<file path="src/hdl/oc_pkg.sv">
// Function
// - hold 16-bit linear current limit, compare current
// - every over-current fault sets flag, alerts host
// - code 00: limit current forever, never shut down
// - code 01: limit while voltage above low limit
// - code 01: low voltage shuts down, then retries
// - code 10: limit current for programmed delay time
// - code 10: still limiting at expiry, then retry
// - code 11: shut down at once, then retry
// - retry 000: no restart, stay off until cleared
// - retry 111: restart attempts without any limit
// - retry 001: one attempt, then latch off
// - retry 010: two attempts, then latch off
// - attempt start spacing equals delay count times unit, plus one cycle
// - retry 011 to 110: three to six attempts
// - delay code n gives two to the power n units
// - unit length comes from separate configuration input
// - continuous retry stops on off, bias, fault
package oc_pkg;

   localparam logic [7:0]  CMD_THRESHOLD = 8'h46;
   localparam logic [7:0]  CMD_REACTION  = 8'h47;
   localparam logic [15:0] THRESHOLD_RST = 16'h7bff;
   localparam logic [7:0]  REACTION_RST  = 8'hc0;

   localparam int LIN_EXP_HI = 15;
   localparam int LIN_EXP_LO = 11;
   localparam int LIN_MAN_HI = 10;
   localparam int FIX_W      = 48;
   localparam logic signed [5:0] FIX_FRAC = 6'sh10;

   localparam logic [1:0] RESP_IGNORE  = 2'h0;
   localparam logic [1:0] RESP_COND    = 2'h1;
   localparam logic [1:0] RESP_DELAY   = 2'h2;
   localparam logic [1:0] RESP_DISABLE = 2'h3;

   localparam logic [2:0] RETRY_NONE    = 3'h0;
   localparam logic [2:0] RETRY_FOREVER = 3'h7;

   // response byte: [7:6] response, [5:3] retries, [2:0] delay code
   typedef struct packed {
      logic [1:0] resp;
      logic [2:0] retries;
      logic [2:0] delay;
   } reaction_t;

   typedef struct packed {
      logic       wr;
      logic       rd;
      logic [7:0] code;
      logic [15:0] data;
   } cmd_t;

   typedef struct packed {
      logic vout_low;
      logic off_cmd;
      logic bias_lost;
      logic other_fault;
      logic fault_clear;
   } cond_t;

   typedef enum logic [2:0] {
      ST_NORMAL,
      ST_LIMIT,
      ST_OFF,
      ST_TRY,
      ST_TRY_OFF,
      ST_LATCHED
   } oc_state_t;

   // linear value to signed fixed point with 16 fraction bits
   function automatic logic signed [FIX_W-1:0] to_fixed(input logic [15:0] lin);
      logic signed [FIX_W-1:0] man;
      logic signed [5:0]       ex;
      logic [5:0]              sh;
      man = {{(FIX_W-11){lin[LIN_MAN_HI]}}, lin[LIN_MAN_HI:0]};
      ex  = {lin[LIN_EXP_HI], lin[LIN_EXP_HI:LIN_EXP_LO]};
      sh  = 6'(ex + FIX_FRAC);
      return man <<< sh;
   endfunction

endpackage

</file>
<file path="src/hdl/oc_reaction_regs.sv">
`timescale 1ns/1ps
module oc_reaction_regs (
   input  wire logic          i_clk,
   input  wire logic          i_rst,
   input  wire oc_pkg::cmd_t  i_cmd,
   output logic [15:0]        o_threshold,
   output oc_pkg::reaction_t  o_reaction,
   output logic [15:0]        o_rd_data,
   output logic               o_rd_valid,
   output logic               o_rd_hit,
   output logic               o_written
);

   typedef struct packed {
      logic [15:0] threshold;
      logic [7:0]  reaction;
      logic [15:0] rd_data;
      logic        rd_valid;
      logic        rd_hit;
      logic        written;
   } regs_t;

   regs_t s_ff;
   regs_t nxt_s;

   always_comb begin
      nxt_s = s_ff;
      nxt_s.rd_valid = 1'b0;
      nxt_s.written  = 1'b0;
      if (i_cmd.wr) begin
         if (i_cmd.code == oc_pkg::CMD_THRESHOLD) begin
            nxt_s.threshold = i_cmd.data;
         end
         if (i_cmd.code == oc_pkg::CMD_REACTION) begin
            nxt_s.reaction = i_cmd.data[7:0];
            nxt_s.written  = 1'b1;
         end
      end else if (i_cmd.rd) begin
         nxt_s.rd_valid = 1'b1;
         nxt_s.rd_hit   = 1'b1;
         if (i_cmd.code == oc_pkg::CMD_THRESHOLD) begin
            nxt_s.rd_data = s_ff.threshold;
         end else if (i_cmd.code == oc_pkg::CMD_REACTION) begin
            nxt_s.rd_data = {8'h00, s_ff.reaction};
         end else begin
            nxt_s.rd_data = 16'h0000;
            nxt_s.rd_hit  = 1'b0;
         end
      end
   end

   always_ff @(posedge i_clk or posedge i_rst) begin
      if (i_rst) begin
         s_ff.threshold <= oc_pkg::THRESHOLD_RST;
         s_ff.reaction  <= oc_pkg::REACTION_RST;
         s_ff.rd_data   <= 16'h0000;
         s_ff.rd_valid  <= 1'b0;
         s_ff.rd_hit    <= 1'b0;
         s_ff.written   <= 1'b0;
      end else begin
         s_ff <= nxt_s;
      end
   end

   assign o_threshold = s_ff.threshold;
   assign o_reaction  = oc_pkg::reaction_t'(s_ff.reaction);
   assign o_rd_data   = s_ff.rd_data;
   assign o_rd_valid  = s_ff.rd_valid;
   assign o_rd_hit    = s_ff.rd_hit;
   assign o_written   = s_ff.written;

endmodule

</file>
<file path="src/hdl/oc_unit_timer.sv">
`timescale 1ns/1ps
module oc_unit_timer (
   input  wire logic        i_clk,
   input  wire logic        i_rst,
   input  wire logic        i_start,
   input  wire logic        i_stop,
   input  wire logic [2:0]  i_code,
   input  wire logic [15:0] i_unit_cycles,
   output logic             o_busy,
   output logic             o_done
);

   typedef struct packed {
      logic        busy;
      logic        done;
      logic [15:0] pre;
      logic [7:0]  units;
   } timer_t;

   timer_t s_ff;
   timer_t nxt_s;
   logic [15:0] unit_last;
   logic [7:0]  units_last;

   always_comb begin
      nxt_s = s_ff;
      nxt_s.done = 1'b0;
      // a zero unit length would never tick, so treat it as one cycle
      unit_last  = (i_unit_cycles == 16'h0000) ? 16'h0000 : 16'(i_unit_cycles - 16'h0001);
      units_last = 8'((8'h01 << i_code) - 8'h01);
      if (i_stop) begin
         nxt_s.busy  = 1'b0;
         nxt_s.pre   = 16'h0000;
         nxt_s.units = 8'h00;
      end else if (i_start) begin
         nxt_s.busy  = 1'b1;
         nxt_s.pre   = 16'h0000;
         nxt_s.units = 8'h00;
      end else if (s_ff.busy) begin
         if (s_ff.pre >= unit_last) begin
            nxt_s.pre = 16'h0000;
            if (s_ff.units == units_last) begin
               nxt_s.busy = 1'b0;
               nxt_s.done = 1'b1;
            end else begin
               nxt_s.units = 8'(s_ff.units + 8'h01);
            end
         end else begin
            nxt_s.pre = 16'(s_ff.pre + 16'h0001);
         end
      end
   end

   always_ff @(posedge i_clk or posedge i_rst) begin
      if (i_rst) begin
         s_ff <= '0;
      end else begin
         s_ff <= nxt_s;
      end
   end

   assign o_busy = s_ff.busy;
   assign o_done = s_ff.done;

endmodule

</file>
<file path="src/hdl/overcurrent_fault_response.sv">
`timescale 1ns/1ps
module overcurrent_fault_response (
   input  wire logic          i_clk,
   input  wire logic          i_rst,
   input  wire oc_pkg::cmd_t  i_cmd,
   input  wire logic [15:0]   i_iout,
   input  wire oc_pkg::cond_t i_cond,
   input  wire logic [15:0]   i_unit_cycles,
   output logic               o_output_on,
   output logic               o_current_limit,
   output logic               o_fault_flag,
   output logic               o_alert,
   output logic               o_latched_off,
   output logic [2:0]         o_attempts,
   output logic [15:0]        o_threshold,
   output oc_pkg::reaction_t  o_reaction,
   output logic [15:0]        o_rd_data,
   output logic               o_rd_valid,
   output logic               o_rd_hit
);

   // current and conditions come from logic on this clock, so no synchroniser

   typedef struct packed {
      oc_pkg::oc_state_t st;
      logic [2:0]        attempts;
      logic              flag;
   } core_t;

   core_t s_ff;
   core_t nxt_s;

   logic [15:0]       threshold;
   oc_pkg::reaction_t reaction;
   logic              written;
   logic              tmr_start;
   logic              tmr_stop;
   logic              tmr_done;
   logic              over_current;
   logic              powered;
   logic              more_tries;
   logic              go_down;

   oc_reaction_regs u_regs (
      .i_clk       (i_clk),
      .i_rst       (i_rst),
      .i_cmd       (i_cmd),
      .o_threshold (threshold),
      .o_reaction  (reaction),
      .o_rd_data   (o_rd_data),
      .o_rd_valid  (o_rd_valid),
      .o_rd_hit    (o_rd_hit),
      .o_written   (written)
   );

   oc_unit_timer u_timer (
      .i_clk         (i_clk),
      .i_rst         (i_rst),
      .i_start       (tmr_start),
      .i_stop        (tmr_stop),
      .i_code        (reaction.delay),
      .i_unit_cycles (i_unit_cycles),
      .o_busy        (),
      .o_done        (tmr_done)
   );

   // both sides go to fixed point so differing exponents compare correctly
   assign over_current = oc_pkg::to_fixed(i_iout) > oc_pkg::to_fixed(threshold);

   assign powered = (s_ff.st == oc_pkg::ST_NORMAL) || (s_ff.st == oc_pkg::ST_LIMIT) ||
                    (s_ff.st == oc_pkg::ST_TRY);

   // counter wraps under continuous retry, which is harmless there
   assign more_tries = (reaction.retries == oc_pkg::RETRY_FOREVER) ||
                       (s_ff.attempts < reaction.retries);

   always_comb begin
      nxt_s     = s_ff;
      tmr_start = 1'b0;
      tmr_stop  = 1'b0;
      go_down   = 1'b0;
      // a new fault beats a clear in the same cycle
      nxt_s.flag = (s_ff.flag & ~i_cond.fault_clear) | (over_current & powered);
      if (i_cond.fault_clear || written) begin
         nxt_s.st       = oc_pkg::ST_NORMAL;
         nxt_s.attempts = 3'h0;
         tmr_stop       = 1'b1;
      end else if ((i_cond.bias_lost || i_cond.other_fault) &&
                   (s_ff.st == oc_pkg::ST_OFF || s_ff.st == oc_pkg::ST_TRY ||
                    s_ff.st == oc_pkg::ST_TRY_OFF)) begin
         nxt_s.st = oc_pkg::ST_LATCHED;
         tmr_stop = 1'b1;
      end else if (i_cond.off_cmd && s_ff.st != oc_pkg::ST_LATCHED) begin
         nxt_s.st       = oc_pkg::ST_NORMAL;
         nxt_s.attempts = 3'h0;
         tmr_stop       = 1'b1;
      end else begin
         case (s_ff.st)
            oc_pkg::ST_NORMAL: begin
               if (over_current) begin
                  case (reaction.resp)
                     oc_pkg::RESP_IGNORE: nxt_s.st = oc_pkg::ST_LIMIT;
                     oc_pkg::RESP_COND: nxt_s.st = oc_pkg::ST_LIMIT;
                     oc_pkg::RESP_DELAY: begin
                        nxt_s.st  = oc_pkg::ST_LIMIT;
                        tmr_start = 1'b1;
                     end
                     default: go_down = 1'b1;
                  endcase
               end
            end
            oc_pkg::ST_LIMIT: begin
               if (reaction.resp == oc_pkg::RESP_DELAY) begin
                  if (tmr_done) begin
                     if (over_current) begin
                        go_down = 1'b1;
                     end else begin
                        nxt_s.st = oc_pkg::ST_NORMAL;
                     end
                  end
               end else if (reaction.resp == oc_pkg::RESP_COND && i_cond.vout_low) begin
                  go_down = 1'b1;
               end else if (reaction.resp == oc_pkg::RESP_DISABLE) begin
                  go_down = 1'b1;
               end else if (!over_current) begin
                  nxt_s.st = oc_pkg::ST_NORMAL;
               end
            end
            oc_pkg::ST_OFF: begin
               if (tmr_done) begin
                  nxt_s.st       = oc_pkg::ST_TRY;
                  nxt_s.attempts = 3'(s_ff.attempts + 3'h1);
                  tmr_start      = 1'b1;
               end
            end
            oc_pkg::ST_TRY: begin
               if (over_current) begin
                  nxt_s.st = oc_pkg::ST_TRY_OFF;
               end else if (tmr_done) begin
                  nxt_s.st       = oc_pkg::ST_NORMAL;
                  nxt_s.attempts = 3'h0;
               end
            end
            oc_pkg::ST_TRY_OFF: begin
               // output stays off for the rest of the interval before the next try
               if (tmr_done) begin
                  if (more_tries) begin
                     nxt_s.st       = oc_pkg::ST_TRY;
                     nxt_s.attempts = 3'(s_ff.attempts + 3'h1);
                     tmr_start      = 1'b1;
                  end else begin
                     nxt_s.st = oc_pkg::ST_LATCHED;
                  end
               end
            end
            oc_pkg::ST_LATCHED: nxt_s.st = oc_pkg::ST_LATCHED;
            default: nxt_s.st = oc_pkg::ST_NORMAL;
         endcase
         if (go_down) begin
            if (reaction.retries == oc_pkg::RETRY_NONE) begin
               nxt_s.st = oc_pkg::ST_LATCHED;
            end else begin
               nxt_s.st  = oc_pkg::ST_OFF;
               tmr_start = 1'b1;
            end
         end
      end
   end

   always_ff @(posedge i_clk or posedge i_rst) begin
      if (i_rst) begin
         s_ff.st       <= oc_pkg::ST_NORMAL;
         s_ff.attempts <= 3'h0;
         s_ff.flag     <= 1'b0;
      end else begin
         s_ff <= nxt_s;
      end
   end

   assign o_output_on     = powered & ~i_cond.off_cmd;
   assign o_current_limit = (s_ff.st == oc_pkg::ST_LIMIT);
   assign o_fault_flag    = s_ff.flag;
   assign o_alert         = s_ff.flag;
   assign o_latched_off   = (s_ff.st == oc_pkg::ST_LATCHED);
   assign o_attempts      = s_ff.attempts;
   assign o_threshold     = threshold;
   assign o_reaction      = reaction;

endmodule

</file>
<file path="config.mk">
export PLATFORM = sky130hd
export DESIGN_NAME = overcurrent_fault_response
export DESIGN_NICKNAME = d
export VERILOG_FILES = /design/src/hdl/oc_pkg.sv /design/src/hdl/oc_reaction_regs.sv /design/src/hdl/oc_unit_timer.sv /design/src/hdl/overcurrent_fault_response.sv
export SDC_FILE = /design/constraint.sdc
export NUM_CORES = 1
export LEC_CHECK = 0
export BUFFER_PORTS_ARGS = -buffer_cell sky130_fd_sc_hd__buf_2
export CORE_MARGIN = 2
export CORE_UTILIZATION = 56
export CTS_BUF_LIST = sky130_fd_sc_hd__clkbuf_16
export CTS_CLUSTER_DIAMETER = 50
export DETAILED_ROUTE_END_ITERATION = 12
export GPL_ROUTABILITY_DRIVEN = 0
export GPL_TIMING_DRIVEN = 0
export HOLD_SLACK_MARGIN = 0.08
export PLACE_DENSITY = 0.81
export RECOVER_POWER = 25
export SLEW_MARGIN = 10
export SYNTH_ARGS = -nofsm -noshare
export SYNTH_HDL_FRONTEND = slang
export SYNTH_SLANG_ARGS = --single-unit
</file>
<file path="constraint.sdc">
create_clock -name i_clk -period 5 [get_ports i_clk]
set_clock_uncertainty 0.15 [all_clocks]
set_input_delay 0.25 -clock i_clk [delete_from_list [all_inputs] [get_ports i_clk]]
set_output_delay 0.25 -clock i_clk [all_outputs]
set_load 0.01 [all_outputs]
</file>
## After elaboration in Yosys (flattened, before gate mapping)

Index checks and enable logic that the tools add are counted.
W data, S select, Z words.

| word-level totals | value |
|---|---|
| register bits | 76 |
| output and inout port bits | 50 |
| logic and storage cells | 152 |

| operators by class | value |
|---|---|
| add/subtract/negate cells | 7 |
| magnitude comparators | 3 |
| equality and inequality tests | 28 |
| shift operators | 3 |
| muxes and demuxes | 67 |
| bitwise gates (word level) | 7 |
| reductions and logical operators | 24 |

Operators by type and width:

| kind | number |
|---|---|
| $sshl A11 B6 Y48 | 2 |
| $gt A48 B48 Y1 | 1 |
| $mux W16 | 3 |
| $mux W24 | 2 |
| $mux W3 | 15 |
| $mux W1 | 30 |
| $mux W6 | 5 |
| $mux W26 | 1 |
| $mux W8 | 3 |
| $ne A6 B2 Y1 const B | 4 |
| $pmux W3 S6 | 1 |
| $add A16 B1 Y16 const B | 1 |
| $eq A8 B7 Y1 const B | 2 |
| $ge A16 B16 Y1 | 1 |
| $logic_not A16 Y1 | 1 |
| $sub A16 B1 Y16 const B | 1 |
| $ne A7 B6 Y1 const B | 2 |
| $add A5 B6 Y6 const B | 2 |
| $ne A4 B2 Y1 const B | 3 |
| $eq A3 B3 Y1 const B | 3 |
| $pmux W3 S3 | 1 |
| $add A8 B1 Y8 const B | 1 |
| $eq A8 B8 Y1 | 1 |
| $mux W2 | 4 |
| 30 further kinds | 49 |

## Longest topological paths before layout

Gate-level depths: netlist of run 1.

| depth | value |
|---|---|
| depth after elaboration | 16 |
| gate-level depth with buffers | 21 |

## Modules after synthesis

From an unflattened synthesis of run 1, not the netlist that was laid out.

| second synthesis, totals | value |
|---|---|
| cell total of the unflattened synthesis | 937 |
| area, all modules | 7,597.3 um2 |

Modules (own cells, without submodules):

| module | times used | cells each | area each (um2) | seq. area each (um2) |
|---|---|---|---|---|
| overcurrent_fault_response | 1 | 529 | 3,547.2 | 175.2 |
| oc_unit_timer | 1 | 275 | 2,235.9 | 650.6 |
| oc_reaction_regs | 1 | 133 | 1,814.2 | 1,096.1 |

## Worst setup path after synthesis of run 1

Ideal clock, no wire load.

| timing path | value |
|---|---|
| path kind | reg-to-reg |
| start point | reg, netlist name u_regs.o_threshold[11] |
| end point | reg s_ff[6] in the netlist's numbering |
| setup time | 0.128 ns |
| arrival time | 4.313 ns |
| path slack | 0.409 ns |
| stages on the path, launching flop included | 20 |
| buffers on the path | 2 |
| path through | dfstp_2 -> clkbuf_1 -> clkbuf_1 -> mux2i_1 -> nor2_1 -> a21oi_1 -> nor2_1 -> a21oi_1 -> o21ai_0 -> o21ai_0 -> ha_1 -> nand4_1 -> inv_1 -> a221oi_1 -> o32ai_2 -> o41ai_2 -> nor2_4 -> o31ai_1 -> o31a_1 -> mux2_1 |

| between the ends | value |
|---|---|
| word-level cells in the longest chain between the ends | 14 |

RTL lines:

| item | line | RTL |
|---|---|---|
| $add A5 B6 Y6 (*) | oc_pkg.sv:78 | `sh = 6'(ex + FIX_FRAC);` |
| $sshl A11 B6 Y48 (*) | oc_pkg.sv:79 | `return man <<< sh;` |
| $gt A48 B48 Y1 (*) | overcurrent_fault_response.sv:68 | `assign over_current = oc_pkg::to_fixed(i_iout) > oc_pkg::to_fixed(threshold);` |
| $mux W1 | overcurrent_fault_response.sv:115 | `if (over_current) begin` |
| $mux W1 | overcurrent_fault_response.sv:114 | `if (tmr_done) begin` |
| $mux W1 | overcurrent_fault_response.sv:113 | `if (reaction.resp == oc_pkg::RESP_DELAY) begin` |
| $pmux W1 S2 | overcurrent_fault_response.sv:98 | `case (s_ff.st)` |
| $mux W1 | overcurrent_fault_response.sv:93 | `end else if (i_cond.off_cmd && s_ff.st != oc_pkg::ST_LATCHED) begin` |
| $mux W1 | overcurrent_fault_response.sv:88 | `end else if ((i_cond.bias_lost \|\| i_cond.other_fault) &&` |
| $mux W1 | overcurrent_fault_response.sv:84 | `if (i_cond.fault_clear \|\| written) begin` |
| $mux W3 | overcurrent_fault_response.sv:159 | `if (go_down) begin` |
| $mux W6 | overcurrent_fault_response.sv:93 |  |
| $mux W3 | overcurrent_fault_response.sv:88 |  |
| $mux W6 | overcurrent_fault_response.sv:84 |  |
| end signal, assigned | overcurrent_fault_response.sv:176 | `s_ff <= nxt_s;` |
| end, declared | overcurrent_fault_response.sv:30 | `core_t s_ff;` |

Mark *: on every way between the ends. The rest lies on a longest branch, timed or not. The select of a mux whose other input is x is not followed.
A chain may end at the register's enable or synchronous reset.

## Worst setup path after layout of run 1

| timing path | value |
|---|---|
| start point | reg, netlist name u_regs.o_threshold[11] |
| end point | reg u_timer.s_ff[16] in the netlist's numbering |

| between the ends | value |
|---|---|
| word-level cells in the longest chain between the ends | 16 |

RTL lines:

| item | line | RTL |
|---|---|---|
| $add A5 B6 Y6 (*) | oc_pkg.sv:78 |  |
| $sshl A11 B6 Y48 (*) | oc_pkg.sv:79 |  |
| $gt A48 B48 Y1 (*) | overcurrent_fault_response.sv:68 |  |
| $mux W1 | overcurrent_fault_response.sv:115 |  |
| $mux W1 | overcurrent_fault_response.sv:114 |  |
| $mux W1 | overcurrent_fault_response.sv:113 |  |
| $pmux W1 S2 | overcurrent_fault_response.sv:98 |  |
| $mux W1 | overcurrent_fault_response.sv:93 |  |
| $mux W1 | overcurrent_fault_response.sv:88 |  |
| $mux W1 | overcurrent_fault_response.sv:84 |  |
| $mux W1 (*) | overcurrent_fault_response.sv:159 |  |
| $mux W1 (*) | overcurrent_fault_response.sv:93 |  |
| $mux W1 (*) | overcurrent_fault_response.sv:88 |  |
| $mux W1 (*) | overcurrent_fault_response.sv:84 |  |
| $mux W24 | oc_unit_timer.sv:35 | `end else if (i_start) begin` |
| $mux W24 | oc_unit_timer.sv:31 | `if (i_stop) begin` |
| end signal, assigned | oc_unit_timer.sv:58 | `s_ff <= nxt_s;` |
| end, declared | oc_unit_timer.sv:20 | `timer_t s_ff;` |

Marks and branches as above.

==> reports/qor.yml, run 1 <==
worst_pin_slew_ns: 2.97
cts_buffers: 9
post-route-drc-count: 0
hold_viol: 0
n_fill_cell: 1083
routedWlPerCell_um: 17.1
n_antenna_cell: 0
synth-edff-count: 0
worstReg2RegStart: "u_regs.o_threshold[11]"
ys.flop_type: "dfrtp_1"
setup_viol: 0
core-area_um2: 12700
port_buffers: 111
preCtsSetupSlack_ns: -0.543
leakagePower_uw: 0.00403
hp-class: "in2reg"
syn_inst: 917
critPathMaxFanout: 10
setup_slack_ns: 0.262
place.detailed.hpwl_mm: 15.9
syn_avg_cell_area_um2: 8.01
cts_tree: "done"
slew_headroom: -0.978
vias: 7533
htreeDepth: 3
clkSlewWorstSetupHoldPaths_ns: 0.06
layout_commonest_cell: "buf_2"
grt_max_degree: 65
viasPerCell: 6.10
wirelength_mm: 21.1
drt-initial-drc-count: 726
seq_area_frac_synth: 0.262
period_share: 0.948
syn-num-nets: 1046
ant_nets: 0
hp-start: "i_cond[0]"
cts_root_buffer: "clkbuf_16"
worstPathRequired_ns: 5.06
die_h_um: 119
io_pins: 115
fmax_mhz: 211
antenna_found_initial: 0
arrival_ns: 4.80
area_growth_pct: 18.0
clk_latency_ns: 0.34
grt_pass1_vias: 6949
cpMaxStageDelayCell: "dfstp_2"
violations: "capacitance limit, slew limit"
power_per_cell_area_nw_per_um2: 212
start_util: 0.578
critical_path.cell_chain: "buf_4, mux2i_1, a21oi_1, nand2_1, o21ai_0, a21o_1, o21ai_0, ha_1, nand4_2, or4_4, o32ai_2, o41ai_4, nor2_4, a21boi_2, o221ai_4, buf_2, a21oi_1"
layout-drive-gt1-share: 0.201
grt_pass1_wl_mm: 34.1
start_kind: "flip-flop"
first_pass_iters: 5
grt_use_total: 0.294
synth-seq-cells: 76
fin_cells: 1234
cts_buffer_depth: 2
worst_path_largest_cell_delay_ns: 0.60
syn-cell-area_um2: 7350
status: "finished with violations"
period_needed_ns: 4.74
final_max_slew_viol_count: 65
cp-startpoint: "u_regs.o_threshold[11]"
dp.cells: 1201
async_flop_share: 1.00
synth.distinct_cells: 75
vdd_drop_max_v: 0.000199
die_w_um: 119
final_cell_mix: "113 x buf_2, 112 x nand2_1, 88 x nor2_1, 80 x o21ai_0, 69 x a21oi_1"
fp.dieArea_um2: 14100
rsz0062_at_grt: "false"
finalNetCount: 1186
yosysWarningCount: 0
maxCapViolations: 1
overflow: 0
critical_path_class: "reg2reg"
rows: 41
cts_sinks: 76
cp-end-kind: "flip-flop"
[critical path, delay by kind of cell, from the launching register on]
| kind | cells | cell delay [ns] |
|---|---|---|
| AO/OA/AOI/OAI | 9 | 1.87 |
| adder cells (fa/ha/maj) | 1 | 0.19 |
| buffers and inverters | 2 | 0.53 |
| flip-flops | 1 | 0.60 |
| multiplexers | 1 | 0.26 |
| AND/OR/NAND/NOR | 4 | 0.99 |
[metrics by stage]
| stage | cell area [µm²] | util | hold slack, ns | total power, µW | TNS, ns |
|---|---|---|---|---|---|
| after global placement | 8120 | 0.638 | 0.310 | 1100 | -8.76 |
| after floorplan | 7350 | - | 0.217 | 973 | 0 |
| after CTS | 8650 | 0.680 | 0.0901 | 1820 | 0 |
| after detailed placement | 8150 | 0.641 | 0.0318 | 1120 | -11.56 |
| after global routing | 8670 | 0.681 | 0.107 | 1920 | 0 |
| final | 8670 | 0.681 | 0.108 | 1830 | 0 |
[worst paths after layout]
check | slack [ns] | cells after the start | end
max reg2reg | 0.26 | 17 | u_timer.s_ff[16]
min | 0.11 | 3 | o_alert
max | 0.26 | 17 | u_timer.s_ff[16]
max in group asynchronous | 1.00 | 4 | u_regs.o_rd_data[0]
min in group asynchronous | 0.32 | 3 | o_attempts[1]
min reg2reg | 0.34 | 2 | u_regs.o_rd_data[7]
[cell type report]
type / instances / area [µm²] / area share
sequential: 76 / 1920 / 0.222
timing repair buffer: 130 / 742 / 0.0856
tap: 172 / 215 / 0.0248
clock buffer: 9 / 225 / 0.0260
multi-input combinational: 757 / 5130 / 0.591
inverter: 27 / 103 / 0.0118
clock inverter: 7 / 90.1 / 0.0104
buffer: 56 / 245 / 0.0283
[where the power goes]
group | leakage [µW] | internal, µW | switching, µW
Combinational | 0.00289 | 191 | 291
Clock | 0.000159 | 436 | 260
Sequential | 0.000978 | 633 | 21.4
[flip-flops by register name, summed over array words and instances, names as in the netlist]
register            cells
u_regs.o_threshold     16
u_timer.o_done          1
u_regs.o_reaction       8
u_regs.o_rd_valid       1
o_attempts              3
u_timer.o_busy          1
u_regs.o_rd_data       16
u_regs.o_rd_hit         1
u_regs.o_written        1
s_ff                    3
u_timer.s_ff           24
o_alert                 1
[kinds of logic (layout without fill, tap and decap cells)]
group,Yosys count,after routing,share of synthesized area
AOI/OAI and AO/OA,258,258,0.222
xor gates and xnor gates,17,17,0.0203
adders and majority gates,65,65,0.110
buffers and inverters,84,229,0.0467
DFF,76,76,0.262
muxes,81,81,0.118
and+or+nand+nor,336,336,0.221
[what timing repair did]
item                       4_1_cts  5_1_grt
setup endpoints to repair       32       31
setup buffers                    0        1
hold endpoints to repair        83        0
pin swaps                        1        1
gates resized for setup          7       10
hold buffers                    17        0
cloned                           0        0
[per-layer routing]
metal	global-route usage	wire (µm)	share of wire	up-vias
met2	0.472	9830	0.47	310
met5	0	0	0	-
met1	0.409	9380	0.44	3549
met4	0.0759	379	0.018	0
met3	0.0531	1530	0.072	35
li1	-	-	-	3639
[Yosys cell counts (all sizes together) (5+ instances only)]
| master | count | area, µm² |
|---|---|---|
| buf | 11 | 67.6 |
| or3 | 7 | 43.8 |
| xor2 | 12 | 105 |
| o22ai | 10 | 62.6 |
| a21oi | 70 | 350 |
| xnor2 | 5 | 43.8 |
| ha | 64 | 801 |
| nand2 | 112 | 420 |
| nand3 | 14 | 70.1 |
| a31oi | 10 | 62.6 |
| nor2b | 11 | 68.8 |
| a22oi | 11 | 82.6 |
| a211oi | 5 | 42.5 |
| nand4 | 14 | 93.8 |
| dfstp | 16 | 420 |
| nor4 | 5 | 31.3 |
| nor3 | 26 | 150 |
| mux2 | 35 | 394 |
| inv | 23 | 86.3 |
| a21o | 10 | 75.1 |
| and3 | 16 | 100 |
| dfrtp | 60 | 1500 |
| o21bai | 6 | 45.0 |
| o21a | 5 | 37.5 |
| mux2i | 45 | 450 |
| clkbuf | 46 | 174 |
| nand3b | 13 | 97.6 |
| nand2b | 12 | 75.1 |
| nor2 | 89 | 342 |
| o21ai | 81 | 405 |
| a22o | 10 | 87.6 |
No activity file was read; power rests on OpenSTA's default activity.
==> inputs of run 2 (changes only) <==
--- a/config.mk
+++ b/config.mk
@@ -6,7 +6,6 @@
 export NUM_CORES = 1
 export LEC_CHECK = 0
 export BUFFER_PORTS_ARGS = -buffer_cell sky130_fd_sc_hd__buf_2
-export CORE_MARGIN = 2
 export CORE_UTILIZATION = 56
 export CTS_BUF_LIST = sky130_fd_sc_hd__clkbuf_16
 export CTS_CLUSTER_DIAMETER = 50
@@ -14,7 +13,7 @@
 export GPL_ROUTABILITY_DRIVEN = 0
 export GPL_TIMING_DRIVEN = 0
 export HOLD_SLACK_MARGIN = 0.08
-export PLACE_DENSITY = 0.81
+export PLACE_DENSITY = 0.9
 export RECOVER_POWER = 25
 export SLEW_MARGIN = 10
 export SYNTH_ARGS = -nofsm -noshare
==> reports/qor.yml, run 2 (synthesis results as in run 1) <==
fp.dieArea_um2: 13600  # was 14100 µm²
cts_buffers: 9  # unchanged
first_pass_iters: 6  # was 5
n_fill_cell: 991  # was 1083
worstPathRequired_ns: 5.08  # was 5.06 ns
largest-register: "u_timer.s_ff"  # unchanged
clkSlewWorstSetupHoldPaths_ns: 0.06  # about the same
leakagePower_uw: 0.00402  # was 0.00403 µW
vias: 7626  # was 7533
largest_reg_flops: 24  # unchanged
status: "finished with violations"  # unchanged
post-route-drc-count: 0  # unchanged
final_max_slew_viol_count: 63  # was 65
overflow: 0  # unchanged
finalNetCount: 1186  # unchanged
multi_input_area_um2: 5120  # was 5130 µm²
critical_path_class: "reg2reg"  # unchanged
period_needed_ns: 4.90  # was 4.74 ns
preCtsSetupSlack_ns: -0.475  # was -0.543 ns
start_kind: "flip-flop"  # unchanged
cts_sinks: 76  # unchanged
critPathMaxFanout: 7  # was 10
wirelength_mm: 21.2  # was 21.1 mm
routedWlPerCell_um: 17.2  # was 17.1 µm
worst_pin_slew_ns: 3.29  # was 2.97 ns
critical_path.cell_chain: "mux2_2, o21ai_0, nor2_1, o311ai_1, ha_1, nand4_1, nor2_1, a21oi_1, a31oi_2, o41ai_4, nor2_4, o31ai_1, o31a_1, mux2_1"  # was buf_4, mux2i_1, a21oi_1, nand2_1, o21ai_0, a21o_1, o21ai_0, ha_1, nand4_2, or4_4, o32ai_2, o41ai_4, nor2_4, a21boi_2, o221ai_4, buf_2, a21oi_1
port_buffers: 111  # unchanged
drt-initial-drc-count: 863  # was 726
cts_root_buffer: "clkbuf_16"  # unchanged
layout_commonest_cell: "buf_2"  # unchanged
rows: 41  # unchanged
fmax_mhz: 204  # was 211 MHz
grt_use_total: 0.323  # was 0.294
cts_buffer_depth: 2  # unchanged
area_growth_pct: 17.8  # was 18.0%
cpLargestDelayFamily: "compound AO/OA/AOI/OAI gates"  # unchanged
grt_max_degree: 63  # was 65
worst_hold_slack_ns: 0.106  # was 0.108 ns
htreeDepth: 3  # unchanged
setup_viol: 0  # unchanged
hp-class: "in2reg"  # unchanged
cp.buffers_inverters: 0  # was 2
cts_tree: "done"  # unchanged
vdd_drop_max_v: 0.000182  # was 0.000199 V
cp-end-kind: "flip-flop"  # unchanged
setup_slack_ns: 0.101  # was 0.262 ns
violations: "capacitance limit, slew limit"  # unchanged
start_util: 0.578  # unchanged
worst_path_largest_cell_delay_ns: 0.61  # was 0.60 ns
layout-drive-gt1-share: 0.201  # unchanged
hold_viol: 0  # unchanged
seqCellArea_um2: 1920  # unchanged
clk_latency_ns: 0.34  # about the same
arrival_ns: 4.98  # was 4.80 ns
final_cell_mix: "113 x buf_2, 112 x nand2_1, 88 x nor2_1, 80 x o21ai_0, 68 x a21oi_1"  # was 113 x buf_2, 112 x nand2_1, 88 x nor2_1, 80 x o21ai_0, 69 x a21oi_1
grt_pass1_wl_mm: 34.4  # was 34.1 mm
slew_headroom: -1.19  # was -0.978
grt_pass1_vias: 7014  # was 6949
worst_path_most_repeated_cell: "nor2_1"
core-area_um2: 12700  # unchanged
io_pins: 115  # unchanged
power_per_cell_area_nw_per_um2: 213  # was 212 nW/µm²
cpMaxStageDelayCell: "dfstp_2"  # unchanged
die_w_um: 117  # was 119 µm
antenna_found_initial: 0  # unchanged
maxCapViolations: 1  # unchanged
period_share: 0.980  # was 0.948
viasPerCell: 6.18  # was 6.10
die_h_um: 117  # was 119 µm
ant_nets: 0  # unchanged
n_antenna_cell: 0  # unchanged
place.detailed.hpwl_mm: 15.9  # about the same
run 2: worst min-delay path, delay by kind of cell:
| kind | cells | cell delay (ns) |
|---|---|---|
| compound gates | 1 | 0.06 |
| buf+inv | 1 | 0.14 |
| simple gates | 1 | 0.12 |
run 2: report_power, final:
part	internal, µW	switching (µW)
sequential	633	21.6
combinational	189	290
clock	435	272
run 2: repair_timing:
| item | 4_1_cts | 5_1_grt |
|---|---|---|
| hold buffers | 17 | 0 |
| gates resized for setup | 7 | 10 |
| pin swaps | 1 | 1 |
| setup endpoints to repair | 31 | 30 |
| hold endpoints to repair | 84 | 0 |
| setup buffers | 1 | 0 |
run 2: area by class of cell:
class,count,area share
sequential,76,0.222
clock inverter,7,0.0105
buffer,56,0.0283
clock buffer,9,0.0260
tap,172,0.0249
inverter,27,0.0118
timing repair buffer,130,0.0850
multi-input combinational,757,0.591
run 2: through the flow:
step	instance area (µm²)	total power, µW	setup TNS (ns)	std cells	utilization
after floorplan	7350	973	0	917	-
after global placement	8120	1100	-6.05	1200	0.638
after detailed placement	8150	1110	-9.71	1201	0.641
after CTS	8660	1830	0	1235	0.681
after global routing	8660	1930	-0.0173	1234	0.681
final	8660	1840	0	1234	0.681
run 2: final timing paths:
| path | startpoint | end | slack [ns] | depth (start not counted) |
|---|---|---|---|---|
| min in group asynchronous | i_rst | o_attempts[0] | 0.37 | 3 |
| max | u_regs.o_threshold[11] | s_ff[6] | 0.10 | 14 |
| min | i_cond[0] | o_alert | 0.11 | 3 |
| min reg2reg | u_regs.o_rd_data[5] | u_regs.o_rd_data[5] | 0.34 | 2 |
| max in group asynchronous | i_rst | u_regs.o_rd_data[9] | 0.83 | 4 |
| max reg2reg | u_regs.o_threshold[11] | s_ff[6] | 0.10 | 14 |
run 2: routing by layer:
layer	share of wire	up-vias	GRT usage
li1	-	3630	-
met1	0.42	3557	0.432
met5	0	-	0
met2	0.46	382	0.522
met3	0.088	57	0.0571
met4	0.027	0	0.119
==> inputs of run 3 (changes only) <==
--- a/config.mk
+++ b/config.mk
@@ -11,7 +11,6 @@
 export CTS_CLUSTER_DIAMETER = 50
 export DETAILED_ROUTE_END_ITERATION = 12
 export GPL_ROUTABILITY_DRIVEN = 0
-export GPL_TIMING_DRIVEN = 0
 export HOLD_SLACK_MARGIN = 0.08
 export PLACE_DENSITY = 0.9
 export RECOVER_POWER = 25
==> reports/qor.yml, run 3 (synthesis results as in run 1) <==
status: "finished with violations"  # unchanged
violations: "capacitance limit, slew limit"  # unchanged
wl_met2_mm: 9.93  # was 9.78 mm
core-area_um2: 12700  # unchanged
min_to: "o_alert"  # unchanged
wl_met1_mm: 8.82  # was 9.00 mm
overflow: 0  # unchanged
io_pins: 115  # unchanged
worstReg2RegStart: "u_regs.o_threshold[11]"  # unchanged
cts_buffer_depth: 2  # unchanged
routedWlPerCell_um: 18.2  # was 17.2 µm
place.detailed.hpwl_mm: 15.4  # was 15.9 mm
rsz0062_at_grt: "false"
ant_nets: 0  # unchanged
arrival_ns: 4.87  # was 4.98 ns
clk_latency_ns: 0.34  # about the same
port_buffers: 114  # was 111
die_w_um: 117  # unchanged
period_share: 0.960  # was 0.980
grt_pass1_vias: 6948  # was 7014
critical_path.cell_chain: "mux2_2, a21oi_2, nor2_1, a21oi_1, o21ai_0, o21ai_0, ha_1, a21oi_1, nand2_1, a221oi_2, o32ai_2, o41ai_4, nor2_4, o31ai_1, o31a_1, mux2_1"  # was mux2_2, o21ai_0, nor2_1, o311ai_1, ha_1, nand4_1, nor2_1, a21oi_1, a31oi_2, o41ai_4, nor2_4, o31ai_1, o31a_1, mux2_1
setup_viol: 0  # unchanged
vias: 7701  # was 7626
grt_max_degree: 46  # was 63
final_cell_mix: "112 x nand2_1, 88 x nor2_1, 84 x buf_2, 81 x o21ai_0, 69 x a21oi_1"  # was 113 x buf_2, 112 x nand2_1, 88 x nor2_1, 80 x o21ai_0, 68 x a21oi_1
worstPathRequired_ns: 5.07  # was 5.08 ns
grt_pass1_wl_mm: 33.2  # was 34.4 mm
setup-tns-final_ns: 0  # unchanged
wirelength_mm: 21.7  # was 21.2 mm
worst_hold_slack_ns: 0.120  # was 0.106 ns
slew_headroom: -0.222  # was -1.19
period_needed_ns: 4.80  # was 4.90 ns
layout_commonest_cell: "nand2_1"  # was buf_2
cts_buffers: 9  # unchanged
final_max_slew_viol_count: 46  # was 63
dp.cells: 1159  # was 1201
clkSlewWorstSetupHoldPaths_ns: 0.06  # about the same
hp-start: "i_cond[0]"  # unchanged
drt-initial-drc-count: 686  # was 863
preCtsSetupSlack_ns: 0.142  # was -0.475 ns
htreeDepth: 3  # unchanged
fmax_mhz: 208  # was 204 MHz
post-route-drc-count: 0  # unchanged
cp-end-kind: "flip-flop"  # unchanged
start_kind: "flip-flop"  # unchanged
hp-class: "in2reg"  # unchanged
reg2reg_depth: 16  # was 14
rows: 41  # unchanged
antenna_found_initial: 0  # unchanged
n_antenna_cell: 0  # unchanged
maxCapViolations: 1  # unchanged
viasPerCell: 6.46  # was 6.18
cts_root_buffer: "clkbuf_16"  # unchanged
leakagePower_uw: 0.00387  # was 0.00402 µW
vdd_drop_max_v: 0.000226  # was 0.000182 V
power_per_cell_area_nw_per_um2: 211  # was 213 nW/µm²
fin_cells: 1193  # was 1234
worst_pin_slew_ns: 1.83  # was 3.29 ns
fp.dieArea_um2: 13600  # unchanged
die_h_um: 117  # unchanged
cpMaxStageDelayCell: "dfstp_4"  # was dfstp_2
wl_met3_mm: 2.24  # was 1.86 mm
dr.max_layer_used: "met4"  # unchanged
worstReg2RegEnd: "s_ff[4]"  # was s_ff[6]
largest_reg_flops: 24  # unchanged
grt_use_total: 0.311  # was 0.323
largest-register: "u_timer.s_ff"  # unchanged
finalNetCount: 1145  # was 1186
setup_slack_ns: 0.198  # was 0.101 ns
hold_viol: 0  # unchanged
cts_tree: "done"  # unchanged
r2r_slack_ns: 0.20  # was 0.10 ns
critPathMaxFanout: 16  # was 7
worst_path_largest_cell_delay_ns: 0.73  # was 0.61 ns
layout-drive-gt1-share: 0.170  # was 0.201
cts_sinks: 76  # unchanged
hold_path_depth: 3  # unchanged
cts_setup_buffers: 0  # was 1
first_pass_iters: 6  # unchanged
start_util: 0.578  # unchanged
critical_path_class: "reg2reg"  # unchanged
area_growth_pct: 15.6  # was 17.8%
run 3: changes by cell type in the layout (fill, tap and decap cells not counted), sizes merged:
cell,previous run,this run
clkinv,9,7
inv,22,24
o221ai,4,5
clkinvlp,1,2
clkbuf,56,39
bufinv,2,1
buf,122,97
run 3: how the worst max path moves through the flow:
stage,start,end,slack (ns),cells after the start
2_1_floorplan,u_regs.o_threshold[11],s_ff[6],0.41,19
3_3_place_gp,u_regs.o_threshold[11],s_ff[4],0.35,16
3_5_place_dp,u_regs.o_threshold[11],u_timer.s_ff[4],0.14,16
4_1_cts,u_regs.o_threshold[11],u_timer.s_ff[5],0.10,16
5_1_grt,u_regs.o_threshold[11],s_ff[4],0.009,16
6_report,u_regs.o_threshold[11],s_ff[4],0.20,16
run 3: cell type report:
type	count	area, µm²
inverter	27	101
fill	1049	4230
clock inverter	7	75.1
multi-input combinational	758	5150
timing repair buffer	144	801
clock buffer	9	225
sequential	76	1930
tap	172	215
run 3: layer usage:
metal / track usage / vias up
li1: - / 3563
met1: 0.416 / 3596
met2: 0.512 / 473
met3: 0.0498 / 69
met4: 0.105 / 0
met5: 0 / -
run 3: critical path, delay by kind of cell, from the launching register on:
family	cells	cell delay, ns
AO/OA/AOI/OAI	10	2.49
adder cells (fa/ha/maj)	1	0.30
AND/OR/NAND/NOR	3	0.29
multiplexers	2	0.72
flip-flops	1	0.73
run 3: timing repair:
| item | 4_1_cts | 5_1_grt |
|---|---|---|
| endpoints found under the hold margin | 60 | 0 |
| setup endpoints to repair | 0 | 27 |
| hold buffers | 17 | 0 |
| gates resized for setup | 0 | 8 |
run 3: per-stage QoR:
stage	total power [µW]	area, µm²	util
floorplan	973	7350	-
global placement	1090	7990	0.628
detailed placement	1110	7990	0.628
CTS	1780	8460	0.665
global route	1870	8490	0.668
finish	1790	8490	0.668
run 3: power by group:
group	leakage [µW]	switching (µW)	total (µW)	internal (µW)
clock	0.000140	275	663	388
sequential	0.000982	33.5	665	632
combinational	0.00275	280	465	185
